## src/logic/supply_integrity_pkg.sv

```systemverilog
// Constants and carriers shared by the supply integrity monitor.
// Assumes an APB slave port with 32-bit data and a 12-bit byte address.
package supply_integrity_pkg;

  localparam int unsigned ADDR_W = 12;
  localparam int unsigned DATA_W = 32;
  localparam int unsigned CSR_W = 8;

  // Register byte addresses
  localparam logic [ADDR_W-1:0] CTRL_STATUS_OFFSET = 12'h000;
  localparam logic [ADDR_W-1:0] OPTION_VIEW_OFFSET = 12'h004;

  // Field positions of the control/status byte
  localparam int unsigned WDG_FLAG_BIT = 0;
  localparam int unsigned BOR_FLAG_BIT = 4;
  localparam int unsigned WARN_FLAG_BIT = 5;
  localparam int unsigned WARN_IE_BIT = 6;

  // Field positions of the option view word
  localparam int unsigned OPT_EN_BIT = 0;
  localparam int unsigned OPT_LVL_LSB = 1;

  // Brown-out trip levels
  typedef enum logic [1:0]
  {
    LEVEL_LOW = 2'h0,
    LEVEL_MEDIUM = 2'h1,
    LEVEL_HIGH = 2'h2
  } trip_level_t;

  localparam trip_level_t LEVEL_RESET = LEVEL_LOW;
  localparam logic [1:0] SYNC_WARMUP = 2'h2;

  // Control/status byte, most significant bit first
  typedef struct packed
  {
    logic reserved_7;
    logic warn_ie;
    logic warn_flag;
    logic bor_flag;
    logic [2:0] reserved_3_1;
    logic wdg_flag;
  } csr_t;

  localparam csr_t CSR_RESET = 8'h00;

  // Option-byte settings as caught after reset
  typedef struct packed
  {
    trip_level_t level;
    logic enable;
  } option_t;

  localparam option_t OPTION_RESET = 3'h0;

endpackage : supply_integrity_pkg

```

## src/logic/supply_integrity_monitor.sv

```systemverilog
// Supply integrity monitor: brown-out static reset, supply warning flag
// and interrupt, reset cause flags, behind an APB register slave.
// Assumes comparator and option inputs are asynchronous; watchdog reset,
// reset-sequence, halt, wait, mask and acknowledge inputs come from pclk logic.
`timescale 1ns/1ns
`default_nettype none

// Operation
// - Brown-out holds reset, pin driven low
// - Trip level chosen from option setting
// - Option setting includes or excludes detector
// - Warning flag at bit 5, read-only
// - Warning works only with detector enabled
// - Every flag toggle raises request when enabled
// - Pending cleared on service routine entry
// - Flag follows comparator, hardware only
// - No interrupt for crossing during reset delay
// - Early enable gives two interrupts
// - Late enable gives exactly one interrupt
// - Runs in wait, wakes wait only
// - Halt freezes control/status register
// - Interrupt needs enable and cleared mask
// - Brown-out flag set by hardware, cleared zero
// - Brown-out flag undefined when detector excluded
// - Watchdog flag set, cleared by zero or brown-out
// - Brown-out flag kept through other resets
// - Software sets enable, 1 enables
module supply_integrity_monitor
(
  input wire logic pclk,
  input wire logic presetn,
  input wire logic psel,
  input wire logic penable,
  input wire logic pwrite,
  input wire logic [supply_integrity_pkg::ADDR_W-1:0] paddr,
  input wire logic [supply_integrity_pkg::DATA_W-1:0] pwdata,
  input wire logic [3:0] pstrb,
  output logic [supply_integrity_pkg::DATA_W-1:0] prdata,
  output logic pready,
  output logic pslverr,
  input wire logic opt_detector_enable,
  input wire logic [1:0] opt_trip_level,
  input wire logic brownout_below_async,
  input wire logic warn_below_async,
  input wire logic watchdog_reset_pulse,
  input wire logic reset_delay_busy,
  input wire logic halt_mode,
  input wire logic wait_mode,
  input wire logic cpu_irq_masked,
  input wire logic warn_irq_ack,
  output logic detector_enable,
  output logic [1:0] trip_threshold,
  output logic system_reset_n,
  output logic reset_pin_out,
  output logic reset_pin_oe,
  output logic warn_irq,
  output logic wait_wakeup
);

  ////////////////////////////////////////////////////////////////////////
  // Synchronisers

  logic [1:0] brown_sync_q;
  logic [1:0] warn_sync_q;
  logic [1:0] opt_en_sync_q;
  logic [3:0] opt_lvl_sync_q;
  logic [1:0] warmup_q;
  logic [1:0] warmup_d;
  logic opt_loaded_q;
  supply_integrity_pkg::option_t option_q;
  supply_integrity_pkg::option_t option_d;

  always_ff @(posedge pclk or negedge presetn)
  begin
    if (!presetn)
    begin
      brown_sync_q <= 2'h0;
      warn_sync_q <= 2'h0;
      opt_en_sync_q <= 2'h0;
      opt_lvl_sync_q <= 4'h0;
    end
    else
    begin
      brown_sync_q <= {brown_sync_q[0], brownout_below_async};
      warn_sync_q <= {warn_sync_q[0], warn_below_async};
      opt_en_sync_q <= {opt_en_sync_q[0], opt_detector_enable};
      opt_lvl_sync_q <= {opt_lvl_sync_q[1:0], opt_trip_level};
    end
  end

  wire brown_below_s = brown_sync_q[1];
  wire warn_below_s = warn_sync_q[1];

  ////////////////////////////////////////////////////////////////////////
  // Option capture: settings are straps, caught once after the release so
  // that no async reset loads a port value.

  wire opt_capture = !opt_loaded_q && (warmup_q == supply_integrity_pkg::SYNC_WARMUP);

  always_comb
  begin
    warmup_d = warmup_q;
    if (warmup_q != supply_integrity_pkg::SYNC_WARMUP)
    begin
      warmup_d = warmup_q + 2'h1;
    end
  end

  always_comb
  begin
    option_d = option_q;
    if (opt_capture)
    begin
      option_d.enable = opt_en_sync_q[1];
      option_d.level = supply_integrity_pkg::trip_level_t'(opt_lvl_sync_q[3:2]);
    end
  end

  always_ff @(posedge pclk or negedge presetn)
  begin
    if (!presetn)
    begin
      warmup_q <= 2'h0;
      opt_loaded_q <= 1'b0;
      option_q <= supply_integrity_pkg::OPTION_RESET;
    end
    else
    begin
      warmup_q <= warmup_d;
      opt_loaded_q <= opt_loaded_q | opt_capture;
      option_q <= option_d;
    end
  end

  assign trip_threshold = option_q.level;
  // detector on or off as a whole
  assign detector_enable = option_q.enable;

  ////////////////////////////////////////////////////////////////////////
  // Static reset. Until the options are caught the device is held in
  // reset as well, which costs a few cycles but never runs unsupervised.

  wire brown_active = option_q.enable && brown_below_s;
  logic hold_reset_q;

  always_ff @(posedge pclk or negedge presetn)
  begin
    if (!presetn)
    begin
      hold_reset_q <= 1'b1;
    end
    else
    begin
      hold_reset_q <= brown_active || !opt_loaded_q;
    end
  end

  assign system_reset_n = !hold_reset_q;
  assign reset_pin_oe = hold_reset_q;
  assign reset_pin_out = 1'b0;

  ////////////////////////////////////////////////////////////////////////
  // APB decode. Zero wait states; unmapped addresses answer with error.

  wire access = psel && penable;
  wire hit_csr = (paddr == supply_integrity_pkg::CTRL_STATUS_OFFSET);
  wire hit_opt = (paddr == supply_integrity_pkg::OPTION_VIEW_OFFSET);
  wire mapped = hit_csr || hit_opt;
  wire csr_write = access && pwrite && hit_csr && pstrb[0] && !halt_mode;

  function automatic logic cleared_by(input logic [supply_integrity_pkg::DATA_W-1:0] data,
                                      input int unsigned pos);
    cleared_by = !data[pos];
  endfunction : cleared_by

  ////////////////////////////////////////////////////////////////////////
  // Control/status register

  supply_integrity_pkg::csr_t csr_q;
  supply_integrity_pkg::csr_t csr_d;
  logic prev_flag_q;
  logic pending_q;
  logic pending_d;

  wire warn_live = option_q.enable && warn_below_s;
  wire flag_toggle = (warn_live != prev_flag_q);
  wire ie_new = pwdata[supply_integrity_pkg::WARN_IE_BIT];
  wire ie_rise = csr_write && ie_new && !csr_q.warn_ie;
  // no request while reset sequence runs
  wire dev_in_reset = hold_reset_q || reset_delay_busy;

  always_comb
  begin
    csr_d = csr_q;
    if (csr_write)
    begin
      csr_d.warn_ie = ie_new;
      if (cleared_by(pwdata, supply_integrity_pkg::BOR_FLAG_BIT))
      begin
        csr_d.bor_flag = 1'b0;
      end
      if (cleared_by(pwdata, supply_integrity_pkg::WDG_FLAG_BIT))
      begin
        csr_d.wdg_flag = 1'b0;
      end
    end
    csr_d.warn_flag = warn_live;
    if (watchdog_reset_pulse)
    begin
      csr_d.wdg_flag = 1'b1;
    end
    // brown-out flag untouched by other resets
    if (brown_active)
    begin
      csr_d.bor_flag = 1'b1;
      csr_d.wdg_flag = 1'b0;
    end
    // flag left as is when excluded
    if (dev_in_reset)
    begin
      csr_d.warn_ie = 1'b0;
    end
    if (halt_mode)
    begin
      csr_d = csr_q;
    end
    csr_d.reserved_7 = 1'b0;
    csr_d.reserved_3_1 = 3'h0;
  end

  always_comb
  begin
    pending_d = pending_q;
    if (warn_irq_ack)
    begin
      pending_d = 1'b0;
    end
    // late enable gives only the enabling one
    if ((csr_q.warn_ie && flag_toggle) || ie_rise)
    begin
      pending_d = 1'b1;
    end
    if (dev_in_reset || !option_q.enable)
    begin
      pending_d = 1'b0;
    end
    if (halt_mode)
    begin
      pending_d = pending_q;
    end
  end

  always_ff @(posedge pclk or negedge presetn)
  begin
    if (!presetn)
    begin
      csr_q <= supply_integrity_pkg::CSR_RESET;
      prev_flag_q <= 1'b0;
      pending_q <= 1'b0;
    end
    else
    begin
      csr_q <= csr_d;
      prev_flag_q <= halt_mode ? prev_flag_q : warn_live;
      pending_q <= pending_d;
    end
  end

  assign warn_irq = pending_q && csr_q.warn_ie && !cpu_irq_masked;
  // wakes from wait, never from halt
  assign wait_wakeup = warn_irq && wait_mode && !halt_mode;

  ////////////////////////////////////////////////////////////////////////
  // Read data

  logic [supply_integrity_pkg::DATA_W-1:0] rdata_q;
  logic [supply_integrity_pkg::DATA_W-1:0] rdata_d;
  logic err_q;

  always_comb
  begin
    rdata_d = '0;
    if (hit_csr)
    begin
      rdata_d[supply_integrity_pkg::CSR_W-1:0] = csr_q;
    end
    else if (hit_opt)
    begin
      rdata_d[supply_integrity_pkg::OPT_EN_BIT] = option_q.enable;
      rdata_d[supply_integrity_pkg::OPT_LVL_LSB +: 2] = option_q.level;
    end
  end

  // Read data is registered in the setup cycle so the access phase
  // presents it from a flip-flop with no wait state.
  always_ff @(posedge pclk or negedge presetn)
  begin
    if (!presetn)
    begin
      rdata_q <= '0;
      err_q <= 1'b0;
    end
    else
    begin
      rdata_q <= (psel && !penable && !pwrite) ? rdata_d : rdata_q;
      err_q <= psel && !penable && !mapped;
    end
  end

  assign prdata = rdata_q;
  assign pready = 1'b1;
  assign pslverr = access && err_q;

endmodule : supply_integrity_monitor

`default_nettype wire

```

## config.mk

```make
export PLATFORM = sky130hd
export DESIGN_NAME = supply_integrity_monitor
export DESIGN_NICKNAME = d
export VERILOG_FILES = /design/src/logic/supply_integrity_pkg.sv /design/src/logic/supply_integrity_monitor.sv
export SDC_FILE = /design/constraint.sdc
export NUM_CORES = 1
export LEC_CHECK = 0
export BUFFER_PORTS_ARGS = -buffer_cell sky130_fd_sc_hd__buf_2
export CORE_ASPECT_RATIO = 2
export CORE_UTILIZATION = 42
export DETAILED_ROUTE_END_ITERATION = 10
export MAX_ROUTING_LAYER = met4
export PLACE_DENSITY = 0.92
export SETUP_SLACK_MARGIN = 0.15
export SYNTH_ARGS = -nofsm -noshare
export SYNTH_HDL_FRONTEND = slang
export SYNTH_SLANG_ARGS = --single-unit
```

## constraint.sdc

```tcl
create_clock -name pclk -period 2.05 [get_ports pclk]
set_input_delay 0.3075 -clock pclk [delete_from_list [all_inputs] [get_ports pclk]]
set_output_delay 0.3075 -clock pclk [all_outputs]
set_load 0.02 [all_outputs]
```

==> flow_summary_export.csv <==
group,metric,value,unit
outcome,outcome,"completed",
clocking,clock_path_buffers,2,
global_route,grt_pass1_wl,3960,um
clocking,cts-buffers-inserted,5,
clocking,cts_setup_buffers,0,
clocking,cts_root_buf,"clkbuf_8",
timing,maxSlewHeadroom,0.574,
clocking,htreeDepth,2,
route,vias,1013,
layout,fin_util,0.516,
clocking,clock_latency,280,ps
synthesis,ys_seq_area_frac,0.520,
synthesis,avgSynthCellArea,10.5,um2
floorplan,die-area,0.00358,mm2
layout,final_common_cell,"buf_2",
timing,hold_viol,0,
layout,final_layout_size_suffix_gt1_frac,0.363,
route,wire_per_inst,11.6,um
layout,regArea,727,um2
global_route,grt_pass1_vias,943,
layout,final_cells,213,
global_route,antenna_found_initial,0,
placement,place.port_buffers,45,
layout,layout_common_cells,"buf_2 (45), conb_1 (28), dfrtp_1 (28)",
route,post_drt_via_cell_ratio,4.76,
timing,layout_setup_ws,541,ps
clocking,clk_pin_slew_worst_paths,60,ps
floorplan,start_util,0.443,
layout,fillCellCount,290,
synthesis,yosysWarnings,0,
setup_path,crit_type,"flip-flop to output port",
timing,period_share,0.736,
setup_path,critPathMaxFanout,5,
timing,max_freq,663,MHz
timing,setup_viol,0,
flow_run,maxCapViolations,0,
global_route,grt_start_max_net_pins,30,
route,antenna_left,0,
timing,fin_setup_tns,0,ps
setup_path,end_kind,"output port",
power,cellLeakagePower,0.000870,uW
timing,skew,4.58,ps
floorplan,die_h,83.6,um
synthesis,netlist_area,0.00140,mm2
timing,slew_viol_final,0,
placement,finalWeightedCongestion,0.830,
global_route,grt.overflow.total,0,
placement,dp.cells,205,
layout,num_antenna_cells,0,
power,power.density,731,mW/mm2
layout,fin_nets,246,
synthesis,synth_cells,133,
timing,rsz0062_at_grt,"no",
power,vdd_ir_drop_max,618,uV
setup_path,startpoint_type,"flip-flop",
clocking,hold_buffers,0,
clocking,cts-resized-gates,0,
clocking,cts.sinks,29,
clocking,tritoncts,"built",
setup_path,worst-endpoint-arrival,1200,ps
floorplan,coreArea,0.00316,mm2
synthesis,yosysUniqueCellTypes,33,
route,first_pass_iters,4,
setup_path,reg2reg_from,"warmup_q[0]",
route,drc,0,
synthesis,ys_seq_elements,29,
timing,fin_crit,1510,ps
power,p_total,1190,uW
timing,tightest_slew,640,ps
floorplan,row_count,29,
floorplan,fp.dieW,42.8,um
setup_path,cp.required,1740,ps
layout,area_delta_synth_final,16.5,%
placement,hpwl,1940,um
floorplan,ioPinCount,106,
route,drt-total-wl,2460,um
setup_path,startpoint,"csr_q[6]",
placement,place_ws,258,ps
layout,multi_input_area,537,um2
hold_path,hold_class,"input pin to asynchronous set/reset pin",
route,drtIter0Drc,21,
global_route,grt_usage,0.155,
-- registers in the layout, indices dropped and copies added, names as in the netlist --
name	flops
warmup_q	2
opt_loaded_q	1
opt_lvl_sync_q	4
brown_sync_q	2
err_q	1
opt_en_sync_q	2
trip_threshold	2
reset_pin_oe	1
csr_q	3
prev_flag_q	1
pending_q	1
prdata	6
warn_sync_q	2
detector_enable	1
-- metal layers --
layer | track usage | up-vias | wire length (um) | share of wire
li1 | - | 484 | - | -
met1 | 0.136 | 468 | 866 | 0.35
met2 | 0.269 | 55 | 1330 | 0.54
met3 | 0.0649 | 6 | 201 | 0.082
met4 | 0.0767 | 0 | 59 | 0.024
met5 | - | - | 0 | 0
-- logic make-up (layout without fill, tap and decap cells) --
| group | count (synthesis) | in the layout | synth area share |
|---|---|---|---|
| simple gates | 46 | 46 | 0.190 |
| buf+inv | 34 | 57 | 0.166 |
| flops | 29 | 29 | 0.520 |
| compound gates | 15 | 15 | 0.0662 |
| mux | 4 | 4 | 0.0313 |
| other cells | 2 | 28 | 0.00537 |
| xor+xnor | 2 | 2 | 0.0125 |
| fa+ha+maj | 1 | 1 | 0.00894 |
-- cell usage after synthesis, drive strengths merged --
cell type | instances | area [um2]
a21o | 1 | 7.51
a21oi | 2 | 10.0
a22o | 1 | 8.76
a31oi | 1 | 6.26
and3 | 3 | 23.8
and4 | 1 | 8.76
buf | 28 | 210
clkbuf | 2 | 7.51
conb | 2 | 7.51
dfrtp | 28 | 701
dfstp | 1 | 26.3
ha | 1 | 12.5
inv | 4 | 15.0
mux2 | 3 | 33.8
mux2i | 1 | 10.0
nand2 | 19 | 71.3
nand2b | 1 | 6.26
nand3 | 3 | 15.0
nand4 | 2 | 12.5
nor2 | 6 | 22.5
nor2b | 1 | 6.26
nor3 | 3 | 26.3
nor4 | 1 | 21.3
o21ai | 9 | 45.0
o221ai | 1 | 15.0
or2 | 2 | 12.5
or3 | 1 | 11.3
or3b | 1 | 8.76
or4 | 2 | 18.8
xnor2 | 2 | 17.5
-- power breakdown --
part / switching [uW] / total [uW] / internal, uW
Clock: 220 / 453 / 233
Sequential: 10.5 / 603 / 592
Combinational: 94.7 / 135 / 40.1
-- worst max-delay path, cell delays in order, from the launching register on --
cell     delay [ps]
dfrtp_1         430
nand2_1          80
nor2_1          100
and3_1          150
buf_2           150
-- stage by stage --
step           hold slack (ps)  instance area, um2
5_1_grt                   91.6                1630
4_1_cts                   56.8                1630
3_5_place_dp               335                1540
3_3_place_gp               332                1540
6_report                  44.4                1630
2_1_floorplan             11.9                1500
-- final cells by class --
cell class / count / area share
timing repair buffer: 45 / 0.138
sequential: 29 / 0.446
tap: 31 / 0.0238
clock buffer: 5 / 0.0422
clock inverter: 3 / 0.0108
multi-input combinational: 96 / 0.329
inverter: 4 / 0.00922
-- final timing paths --
kind                                     end  slack (ps)  cells after the start
setup / recovery                 wait_wakeup         540                      4
hold / removal                warn_sync_q[0]          40                      1
setup reg to reg           trip_threshold[1]         620                      4
hold reg to reg             opt_en_sync_q[1]         350                      0
max in group asynchronous  opt_lvl_sync_q[3]        1590                      1
min in group pclk          opt_lvl_sync_q[1]         130                      1
(Power assumes the default switching activity.)
